$ cat src/dcb_regs.svh
`ifndef DCB_REGS_SVH
`define DCB_REGS_SVH
// opcodes of byte 0
`define DCB_OP_FMT_DRIVE 8'h04
`define DCB_OP_CHECK 8'h05
`define DCB_OP_FMT_TRACK 8'h06
`define DCB_OP_FMT_BAD 8'h07
`define DCB_OP_READ 8'h08
`define DCB_OP_VERIFY 8'h09
`define DCB_OP_WRITE 8'h0A
`define DCB_OP_SEEK 8'h0B
// field positions
`define DCB_DRIVE_BIT 5
`define DCB_RETRY_OFF_BIT 7
`define DCB_ECC_OPT_BIT 6
`define DCB_PATTERN_BIT 5
`define DCB_SERVO_BIT 4
// error codes
`define DCB_ERR_NONE 8'h00
`define DCB_ERR_ID 8'h10
`define DCB_ERR_UNCORR 8'h11
`define DCB_ERR_CORR 8'h18
`define DCB_ERR_FORMAT 8'h1A
`define DCB_ERR_BAD_CMD 8'h20
`define DCB_ERR_BAD_PARAM 8'h22
// constants and reset values
`define DCB_FILL_DEFAULT 8'h6C
`define DCB_IL_MAX_256 5'h1F
`define DCB_IL_MAX_512 5'h10
`define DCB_STEP_UNBUFFERED 4'h0
`define DCB_CMD_LAST 3'h5
`define DCB_BLOCKS_MAX 9'h100
`endif

$ cat src/dcb_pkg.sv
`default_nettype none
package dcb_pkg;
	typedef enum logic [3:0] {
		S_IDLE, S_CMD, S_DECODE, S_TBL, S_TRK_PREP, S_TRK_ISSUE,
		S_XFER, S_HOST_IN, S_HOST_OUT, S_WAIT
	} state_t;
	typedef enum logic [2:0] {
		OP_NONE, OP_RECAL, OP_SEEK, OP_READ_ID, OP_FMT_SECTOR, OP_READ_DATA, OP_WRITE_DATA
	} op_t;
	typedef enum logic [2:0] {
		DRV_OK, DRV_ID_ERR, DRV_DATA_CORR, DRV_DATA_UNCORR, DRV_FAULT
	} drv_status_t;
	typedef struct packed {
		logic [15:0] cyl;
		logic [3:0] head;
		logic [4:0] sec;
	} chs_t;
	typedef struct packed {
		state_t st;
		state_t ret;
		logic [2:0] idx;
		logic [5:0][7:0] cmd;
		chs_t c;
		logic [8:0] remain;
		logic [5:0] k;
		logic [5:0] n;
		logic [4:0] pos;
		logic [31:0] used;
		logic retried;
		logic [7:0] pend;
		op_t op;
		logic host_req;
		logic done;
		logic [7:0] err;
		logic settle;
	} exec_t;
endpackage
`default_nettype wire

$ cat src/itab_if.sv
`default_nettype none
interface itab_if;
	logic we;
	logic [4:0] waddr;
	logic [4:0] wdata;
	logic [4:0] raddr;
	logic [4:0] rdata;
	modport ctl (output we, output waddr, output wdata, output raddr, input rdata);
	modport mem (input we, input waddr, input wdata, input raddr, output rdata);
endinterface
`default_nettype wire

$ cat src/interleave_table.sv
`default_nettype none
// one entry per physical sector slot: the logical sector number placed there
module interleave_table (
	// clock and reset
	input wire logic i_ref_clk,
	input wire logic i_resetn,
	// table port
	itab_if.mem tbl
);
	logic [4:0] mem_q [32];
	logic [4:0] rdata_q;

	// storage has no reset; only slots written by the builder are ever read
	always_ff @(posedge i_ref_clk) begin
		if (tbl.we) begin
			mem_q[tbl.waddr] <= tbl.wdata;
		end
	end

	// registered read, one cycle after the address
	always_ff @(posedge i_ref_clk) begin
		if (!i_resetn) begin
			rdata_q <= 5'h00;
		end else begin
			rdata_q <= mem_q[tbl.raddr];
		end
	end

	assign tbl.rdata = rdata_q;
endmodule
`default_nettype wire

$ cat src/disk_command_block_executor.sv
`include "dcb_regs.svh"
`default_nettype none
//Contract
//- format pattern: 6C when control bit 5 clear, loaded buffer when set
//- control bit 4 chooses normal or embedded-servo track format
//- interleave 1..31 for 256-byte sectors, 1..16 for 512-byte sectors
//- check track builds interleave table, seeks without recalibrate, reads sectors 0..last
//- bad ID or sector mismatch in check reports code 1A
//- check track reads ID fields only, never data fields
//- format track recalibrates, seeks, writes ID and data with interleave; code issues recalibrate only, no seek before formatting
//- format track clears defective and alternate flags in IDs
//- format bad track sets bad flag in every ID, writes no data
//- block layout: opcode, drive bit, 21-bit address, count, control byte
//- read moves 1 to 256 sectors per block count
//- linear sector address converts to cylinder, head, sector
//- multi-sector transfer stops at unrecoverable error and records it
//- reported correctable sector still goes to host before ending
//- other errors: failing sector data is not delivered
//- read reports correctable errors only when ECC option bit is one
//- read verify checks media like read but sends no data
//- verify with ECC bit zero retries once, reports only if retry fails
//- verify with ECC bit one never retries, reports every ECC error
//- write moves 1 to 256 sectors, produces no ECC errors
//- buffered seek completes after step pulses, before drive settles
//- corrected data error reports code 18
//- unsupported opcode rejected with code 20
module disk_command_block_executor (
	// clock and reset
	input wire logic i_ref_clk,
	input wire logic i_resetn,
	// command bytes from the host bus side
	input wire logic i_cmd_valid,
	input wire logic [7:0] i_cmd_byte,
	output logic o_cmd_ready,
	output logic o_cmd_done,
	output logic [7:0] o_error_code,
	// drive configuration
	input wire logic [5:0] i_sectors_per_track,
	input wire logic [4:0] i_heads,
	input wire logic i_sector_512,
	// drive sequencer
	output logic o_drv_req,
	output dcb_pkg::op_t o_drv_op,
	output logic o_drv_select,
	output logic [15:0] o_drv_cyl,
	output logic [3:0] o_drv_head,
	output logic [4:0] o_drv_sector,
	output logic [3:0] o_drv_step,
	output logic o_drv_no_retry,
	output logic o_drv_wait_settle,
	output logic o_drv_servo_fmt,
	output logic o_drv_write_data,
	output logic [1:0] o_drv_id_flags,
	output logic o_fill_use_buffer,
	output logic [7:0] o_fill_byte,
	input wire logic i_drv_done,
	input wire dcb_pkg::drv_status_t i_drv_status,
	input wire logic [4:0] i_drv_id_sector,
	input wire logic [7:0] i_drv_err_code,
	// sector data moves with the host
	output logic o_host_req,
	input wire logic i_host_done
);
	dcb_pkg::exec_t q, d;
	itab_if tbl ();
	logic [7:0] opc;
	logic [4:0] il;
	logic fmt_op, check_op, trk_op, il_bad, ecc_opt;

	interleave_table u_interleave_table (
		.i_ref_clk(i_ref_clk),
		.i_resetn(i_resetn),
		.tbl(tbl)
	);

	function automatic logic [4:0] mod_add(logic [4:0] a, logic [5:0] b, logic [5:0] m);
		logic [6:0] s;
		s = {2'b00, a} + {1'b0, b};
		return 5'(s % {1'b0, m});
	endfunction

	function automatic dcb_pkg::chs_t lin_to_chs(logic [20:0] lba, logic [5:0] spt,
			logic [4:0] hd);
		logic [20:0] trk;
		dcb_pkg::chs_t c;
		trk = lba / {15'h0000, spt};
		c.sec = 5'(lba % {15'h0000, spt});
		c.head = 4'(trk % {16'h0000, hd});
		c.cyl = 16'(trk / {16'h0000, hd});
		return c;
	endfunction

	function automatic dcb_pkg::chs_t next_chs(dcb_pkg::chs_t c, logic [5:0] spt,
			logic [4:0] hd);
		dcb_pkg::chs_t r;
		r = c;
		if ({1'b0, c.sec} + 6'h01 < spt) begin
			r.sec = c.sec + 5'h01;
		end else begin
			r.sec = 5'h00;
			if ({1'b0, c.head} + 5'h01 < hd) begin
				r.head = c.head + 4'h1;
			end else begin
				r.head = 4'h0;
				r.cyl = c.cyl + 16'h0001;
			end
		end
		return r;
	endfunction

	// decoded fields of the stored block
	always_comb begin
		opc = q.cmd[0];
		il = q.cmd[4][4:0];
		check_op = (opc == `DCB_OP_CHECK);
		fmt_op = (opc == `DCB_OP_FMT_DRIVE) || (opc == `DCB_OP_FMT_TRACK)
			|| (opc == `DCB_OP_FMT_BAD);
		trk_op = check_op || fmt_op;
		il_bad = (q.cmd[4][7:5] != 3'h0) || (il == 5'h00)
			|| (il > (i_sector_512 ? `DCB_IL_MAX_512 : `DCB_IL_MAX_256));
		ecc_opt = q.cmd[5][`DCB_ECC_OPT_BIT];
	end

	// table builder writes while searching for free slots
	always_comb begin
		tbl.we = (q.st == dcb_pkg::S_TBL) && (q.n != i_sectors_per_track) && !q.used[q.pos];
		tbl.waddr = q.pos;
		tbl.wdata = q.n[4:0];
		tbl.raddr = q.k[4:0];
	end

	// next-state logic of the whole executor
	always_comb begin
		d = q;
		d.done = 1'b0;
		unique case (q.st)
			dcb_pkg::S_IDLE, dcb_pkg::S_CMD: begin
				if (i_cmd_valid) begin
					d.cmd[q.idx] = i_cmd_byte;
					d.idx = q.idx + 3'h1;
					d.st = (q.idx == `DCB_CMD_LAST) ? dcb_pkg::S_DECODE : dcb_pkg::S_CMD;
				end
			end
			dcb_pkg::S_DECODE: begin
				d.idx = 3'h0;
				d.c = lin_to_chs({q.cmd[1][4:0], q.cmd[2], q.cmd[3]},
					i_sectors_per_track, i_heads);
				d.remain = (q.cmd[4] == 8'h00) ? `DCB_BLOCKS_MAX : {1'b0, q.cmd[4]};
				d.retried = 1'b0;
				d.pend = `DCB_ERR_NONE;
				d.n = 6'h00;
				d.k = 6'h00;
				d.pos = 5'h00;
				d.used = 32'h0000_0000;
				d.settle = 1'b1;
				if (trk_op && il_bad) begin
					d.err = `DCB_ERR_BAD_PARAM;
					d.done = 1'b1;
					d.st = dcb_pkg::S_IDLE;
				end else if (trk_op) begin
					d.st = dcb_pkg::S_TBL;
				end else if (opc == `DCB_OP_READ || opc == `DCB_OP_VERIFY
						|| opc == `DCB_OP_WRITE) begin
					d.op = dcb_pkg::OP_SEEK;
					d.ret = dcb_pkg::S_XFER;
					d.st = dcb_pkg::S_WAIT;
				end else if (opc == `DCB_OP_SEEK) begin
					// buffered stepping ends the command once the pulses are out
					d.settle = (q.cmd[5][3:0] == `DCB_STEP_UNBUFFERED);
					d.op = dcb_pkg::OP_SEEK;
					d.ret = dcb_pkg::S_IDLE;
					d.st = dcb_pkg::S_WAIT;
				end else begin
					d.err = `DCB_ERR_BAD_CMD;
					d.done = 1'b1;
					d.st = dcb_pkg::S_IDLE;
				end
			end
			dcb_pkg::S_TBL: begin
				if (q.n == i_sectors_per_track) begin
					d.c.sec = 5'h00;
					d.ret = dcb_pkg::S_TRK_PREP;
					d.op = check_op ? dcb_pkg::OP_SEEK : dcb_pkg::OP_RECAL;
					d.st = dcb_pkg::S_WAIT;
				end else if (q.used[q.pos]) begin
					d.pos = mod_add(q.pos, 6'h01, i_sectors_per_track);
				end else begin
					d.used[q.pos] = 1'b1;
					d.n = q.n + 6'h01;
					d.pos = mod_add(q.pos, {1'b0, il}, i_sectors_per_track);
				end
			end
			dcb_pkg::S_TRK_PREP: begin
				d.st = dcb_pkg::S_TRK_ISSUE; // table read settles here
			end
			dcb_pkg::S_TRK_ISSUE: begin
				if (q.k == i_sectors_per_track) begin
					d.err = `DCB_ERR_NONE;
					d.done = 1'b1;
					d.st = dcb_pkg::S_IDLE;
				end else begin
					d.c.sec = tbl.rdata;
					d.op = check_op ? dcb_pkg::OP_READ_ID : dcb_pkg::OP_FMT_SECTOR;
					d.ret = dcb_pkg::S_TRK_PREP;
					d.st = dcb_pkg::S_WAIT;
				end
			end
			dcb_pkg::S_XFER: begin
				if (q.remain == 9'h000 || q.pend != `DCB_ERR_NONE) begin
					d.err = q.pend;
					d.done = 1'b1;
					d.st = dcb_pkg::S_IDLE;
				end else if (opc == `DCB_OP_WRITE) begin
					d.host_req = 1'b1;
					d.st = dcb_pkg::S_HOST_IN;
				end else begin
					d.op = dcb_pkg::OP_READ_DATA;
					d.st = dcb_pkg::S_WAIT;
				end
			end
			dcb_pkg::S_HOST_IN: begin
				if (i_host_done) begin
					d.host_req = 1'b0;
					d.op = dcb_pkg::OP_WRITE_DATA;
					d.st = dcb_pkg::S_WAIT;
				end
			end
			dcb_pkg::S_HOST_OUT: begin
				if (i_host_done) begin
					d.host_req = 1'b0;
					d.remain = q.remain - 9'h001;
					d.c = next_chs(q.c, i_sectors_per_track, i_heads);
					d.st = dcb_pkg::S_XFER; // pending error ends it there
				end
			end
			dcb_pkg::S_WAIT: begin
				if (i_drv_done) begin
					d.op = dcb_pkg::OP_NONE;
					d.st = q.ret;
					d.err = `DCB_ERR_NONE;
					if (i_drv_status == dcb_pkg::DRV_OK) begin
						if (q.op == dcb_pkg::OP_READ_ID && i_drv_id_sector != q.c.sec) begin
							d.err = `DCB_ERR_FORMAT;
							d.done = 1'b1;
							d.st = dcb_pkg::S_IDLE;
						end else if (q.op == dcb_pkg::OP_READ_ID
								|| q.op == dcb_pkg::OP_FMT_SECTOR) begin
							d.k = q.k + 6'h01;
						end else if (q.op == dcb_pkg::OP_READ_DATA
								|| q.op == dcb_pkg::OP_WRITE_DATA) begin
							d.retried = 1'b0;
							if (opc == `DCB_OP_READ) begin
								d.host_req = 1'b1;
								d.st = dcb_pkg::S_HOST_OUT;
							end else begin
								d.remain = q.remain - 9'h001;
								d.c = next_chs(q.c, i_sectors_per_track, i_heads);
								d.st = dcb_pkg::S_XFER;
							end
						end else if (q.ret == dcb_pkg::S_IDLE) begin
							d.done = 1'b1; // seek finished
						end
					end else if (q.op == dcb_pkg::OP_READ_DATA
							&& (i_drv_status == dcb_pkg::DRV_DATA_CORR
							|| i_drv_status == dcb_pkg::DRV_DATA_UNCORR)
							&& opc == `DCB_OP_VERIFY && !ecc_opt && !q.retried) begin
						// request drops for a cycle so the drive sees a fresh op
						d.retried = 1'b1;
						d.st = dcb_pkg::S_XFER;
					end else if (q.op == dcb_pkg::OP_READ_DATA
							&& i_drv_status == dcb_pkg::DRV_DATA_CORR) begin
						if (opc == `DCB_OP_READ) begin
							// corrected sector still goes out first
							d.pend = ecc_opt ? `DCB_ERR_CORR : `DCB_ERR_NONE;
							d.host_req = 1'b1;
							d.st = dcb_pkg::S_HOST_OUT;
						end else begin
							d.err = `DCB_ERR_CORR;
							d.done = 1'b1;
							d.st = dcb_pkg::S_IDLE;
						end
					end else begin
						// failing sector is dropped, its error kept for sense
						if (q.op == dcb_pkg::OP_READ_ID) begin
							d.err = `DCB_ERR_FORMAT;
						end else if (i_drv_status == dcb_pkg::DRV_ID_ERR) begin
							d.err = `DCB_ERR_ID;
						end else if (i_drv_status == dcb_pkg::DRV_DATA_UNCORR) begin
							d.err = `DCB_ERR_UNCORR;
						end else begin
							d.err = i_drv_err_code;
						end
						d.done = 1'b1;
						d.st = dcb_pkg::S_IDLE;
					end
				end
			end
		endcase
	end

	always_ff @(posedge i_ref_clk) begin
		if (!i_resetn) begin
			q <= '0;
		end else begin
			q <= d;
		end
	end

	// ready and drive request straight from state; done, host request and data from registers
	assign o_cmd_ready = (q.st == dcb_pkg::S_IDLE) || (q.st == dcb_pkg::S_CMD);
	assign o_cmd_done = q.done;
	assign o_error_code = q.err;
	assign o_drv_req = (q.st == dcb_pkg::S_WAIT);
	assign o_drv_op = q.op;
	assign o_drv_select = q.cmd[1][`DCB_DRIVE_BIT];
	assign o_drv_cyl = q.c.cyl;
	assign o_drv_head = q.c.head;
	assign o_drv_sector = q.c.sec;
	assign o_drv_step = q.cmd[5][3:0];
	assign o_drv_no_retry = q.cmd[5][`DCB_RETRY_OFF_BIT];
	assign o_drv_wait_settle = q.settle;
	assign o_drv_servo_fmt = fmt_op && q.cmd[5][`DCB_SERVO_BIT];
	assign o_drv_write_data = (opc != `DCB_OP_FMT_BAD);
	// bit 1 bad-track flag, bit 0 alternate flag; reformat never sets alternate
	assign o_drv_id_flags = {opc == `DCB_OP_FMT_BAD, 1'b0};
	assign o_fill_use_buffer = q.cmd[5][`DCB_PATTERN_BIT];
	assign o_fill_byte = `DCB_FILL_DEFAULT;
	assign o_host_req = q.host_req;
endmodule
`default_nettype wire

$ cat config.mk
export PLATFORM = sky130hd
export DESIGN_NAME = disk_command_block_executor
export DESIGN_NICKNAME = d
export VERILOG_FILES = /design/src/dcb_pkg.sv /design/src/itab_if.sv /design/src/interleave_table.sv /design/src/disk_command_block_executor.sv
export VERILOG_INCLUDE_DIRS = /design/src /design/src/src
export SDC_FILE = /design/constraint.sdc
export NUM_CORES = 1
export LEC_CHECK = 0
export ABC_AREA = 1
export BUFFER_PORTS_ARGS = -buffer_cell sky130_fd_sc_hd__buf_4
export CORE_MARGIN = 10
export CORE_UTILIZATION = 55
export DETAILED_ROUTE_END_ITERATION = 6
export GPL_ROUTABILITY_DRIVEN = 0
export GPL_TIMING_DRIVEN = 0
export MAX_ROUTING_LAYER = met4
export PLACE_DENSITY = 0.7
export SETUP_SLACK_MARGIN = 0.02
export SYNTH_ARGS = -nofsm -noshare
export SYNTH_HDL_FRONTEND = slang
export SYNTH_SLANG_ARGS = --single-unit
$ cat constraint.sdc
create_clock -name i_ref_clk -period 138 [get_ports i_ref_clk]
set_input_delay 27.6 -clock i_ref_clk [delete_from_list [all_inputs] [get_ports i_ref_clk]]
set_output_delay 27.6 -clock i_ref_clk [all_outputs]
set_load 0.02 [all_outputs]
==> flow_summary.yaml <==
finish:
  fillers: 5970
  multi_input_area_um2: 22520
  area_growth_pct: 8.604
  nets: 5517
  drive_above_1_share: 0.1246
  regArea_um2: 7991
place:
  port_buffers: 91
  place_ws_ns: 64.83
  dp_hpwl_um: 77870
timing:
  finalCriticalPeriod_ns: 73.12
  tightest_slew_ns: 1.362
  setup_viol: 0
  skew_ns: 0.01600
  fin_setup_tns_ns: 0
  slew_viol_final: 0
  rsz0062_at_grt: "no"
  hold_viol: 0
  fmax_mhz: 13.68
  finalCritPeriodShare: 0.5298
  relSlewSlack: 0.09090
  fin_ws_ns: 64.88
grt:
  grt.overflow.total: 0
  antenna_found_initial: 2
  grt_pass1_vias: 30988
  grt_pass1_wl_um: 159500
  grt_usage: 0.2704
  grt_max_degree: 38
run_status:
  status: "finished clean"
clock_tree:
  cts_tree: "done"
  clk_pin_slew_ns: 0.06
  htree_levels: 2
  cts_buffer_depth: 3
  clock_latency_ns: 0.56
  cts_hold_buf: 0
  cts_root_buf: "clkbuf_16"
  cts_made_buffers: 36
  cts_setup_buffers: 0
  cts_resized: 0
  clock_sinks: 319
drt:
  routed_wl_um: 100200
  dr_total_vias: 33890
  wl_per_cell_um: 16.50
  drtIter0Drc: 2941
  drc: 0
  firstDrtPassIters: 6
  ant_nets: 0
  via_per_inst: 5.580
synthesis:
  ys.flop_type: "edfxtp_1"
  synth_cells: 5071
  synth_cell_type_count: 79
  ys_ff_latch: 319
  ys_warn_count: 0
  avgSynthCellArea_um2: 6.739
  synth_edf_count: 160
  netlist_area_um2: 34170
  synth-seq-area-share: 0.2337
  async_flop_share: 0
die:
  io_pins: 101
  num_rows: 91
  core-area_um2: 61600
  start_util: 0.5548
  fp.dieW_um: 269.3
  dieArea_um2: 72510
  die_h_um: 269.3
critical_path:
  critPathMaxStageDelay_ns: 0.50
  path_max_fanout: 19
  crit_type: "input port to flip-flop"
  end_kind: "flip-flop"
  required_ns: 138.49
  crit_top_cell: "nand2_1"
  cp_slowest_cell: "clkinv_1"
  critPathLaunchType: "input port"
  worstPathArrival_ns: 73.61
min_path:
  min_path_type: "flip-flop to flip-flop"
job:
  maxCapViolCount: 0
## layout make-up
type,instances,area share
buffer,176,0.02967
multi-input combinational,3898,0.6067
timing repair buffer,92,0.01915
tap,837,0.02822
inverter,686,0.06999
clock inverter,19,0.004281
sequential,319,0.2153
clock buffer,44,0.02646
antenna,3,0.0002023
## flip-flops by register name (all words and copies together), names as in the netlist, 8 cells and up
name,count
o_drv_cyl,16
o_error_code,8
opc,8
q,89
u_interleave_table.mem_q,160
## stage by stage
step / hold slack [ns] / area, um2 / util / std cells
after global routing: 0.4742 / 37110 / 0.6025 / 6073
after global placement: 0.4429 / 35930 / 0.5834 / 6007
after CTS: 0.4556 / 37080 / 0.6019 / 6070
final: 0.4521 / 37110 / 0.6025 / 6074
after detailed placement: 0.4469 / 35930 / 0.5834 / 6007
after floorplan: 0.4238 / 34200 / - / 5079
## cell usage after synthesis, types with 94 or more instances
library cell | instances | share of area
a21oi_1 | 238 | 0.035
edfxtp_1 | 160 | 0.14
nand3_1 | 322 | 0.047
nor3_1 | 94 | 0.014
inv_1 | 632 | 0.069
nand2_2 | 109 | 0.020
nand2_1 | 1054 | 0.12
nor2_1 | 520 | 0.057
o21ai_0 | 393 | 0.058
ha_1 | 263 | 0.096
nand4_1 | 104 | 0.019
xor2_1 | 140 | 0.036
dfxtp_1 | 159 | 0.093
## worst paths after layout
path                                from             to  slack, ns  depth (start not counted)
setup / recovery  i_sectors_per_track[0]  o_drv_head[1]      64.88                        284
hold / removal                     q[22]          q[22]       0.45                          2
setup reg to reg                  q[118]  o_drv_head[1]      92.74                        281
hold reg to reg                    q[22]          q[22]       0.45                          2
## cell families (layout without fill, tap and decap cells)
logic type      after synthesis  in the layout  share of synthesized area
compound gates              933            933                     0.1571
xor+xnor                    210            210                    0.05382
fa+ha+maj                   267            267                    0.09863
buf+inv                     862           1017                     0.1082
flops                       319            319                     0.2337
other cells                   2             13                  0.0002198
simple gates               2478           2478                     0.3482
## per-layer routing
metal / wire (um) / part of all wire / global-route usage / vias to the layer above
li1: - / - / - / 17164
met1: 45530 / 0.45 / 0.3582 / 15451
met2: 45060 / 0.45 / 0.4298 / 1098
met3: 6768 / 0.068 / 0.02832 / 177
met4: 2855 / 0.028 / 0.08264 / 0
met5: 0 / 0 / - / -
## worst max-delay path, delay by kind of cell
kind,cells,cell delay (ns)
simple gates,124,15.40
compound gates,81,14.81
buf+inv,56,8.19
fa+ha+maj,23,7.44
## placed cells by master (no fill, tap or decap), types with 51 or more instances in the layout
cell type  synthesis  final
nand2_1         1054   1054
inv_1            632    629
nor2_1           520    520
o21ai_0          393    393
nand3_1          322    322
ha_1             263    263
a21oi_1          238    238
edfxtp_1         160    160
dfxtp_1          159    156
buf_4             52    143
xor2_1           140    140
nand2_2          109    109
nand4_1          104    104
nor3_1            94     94
clkbuf_1          89     93
xnor2_1           70     70
nand3_2           57     57
o22ai_1           51     51
Power is not shown: default switching activity piles up to over one toggle a cycle in this logic, so the estimate is an artifact.
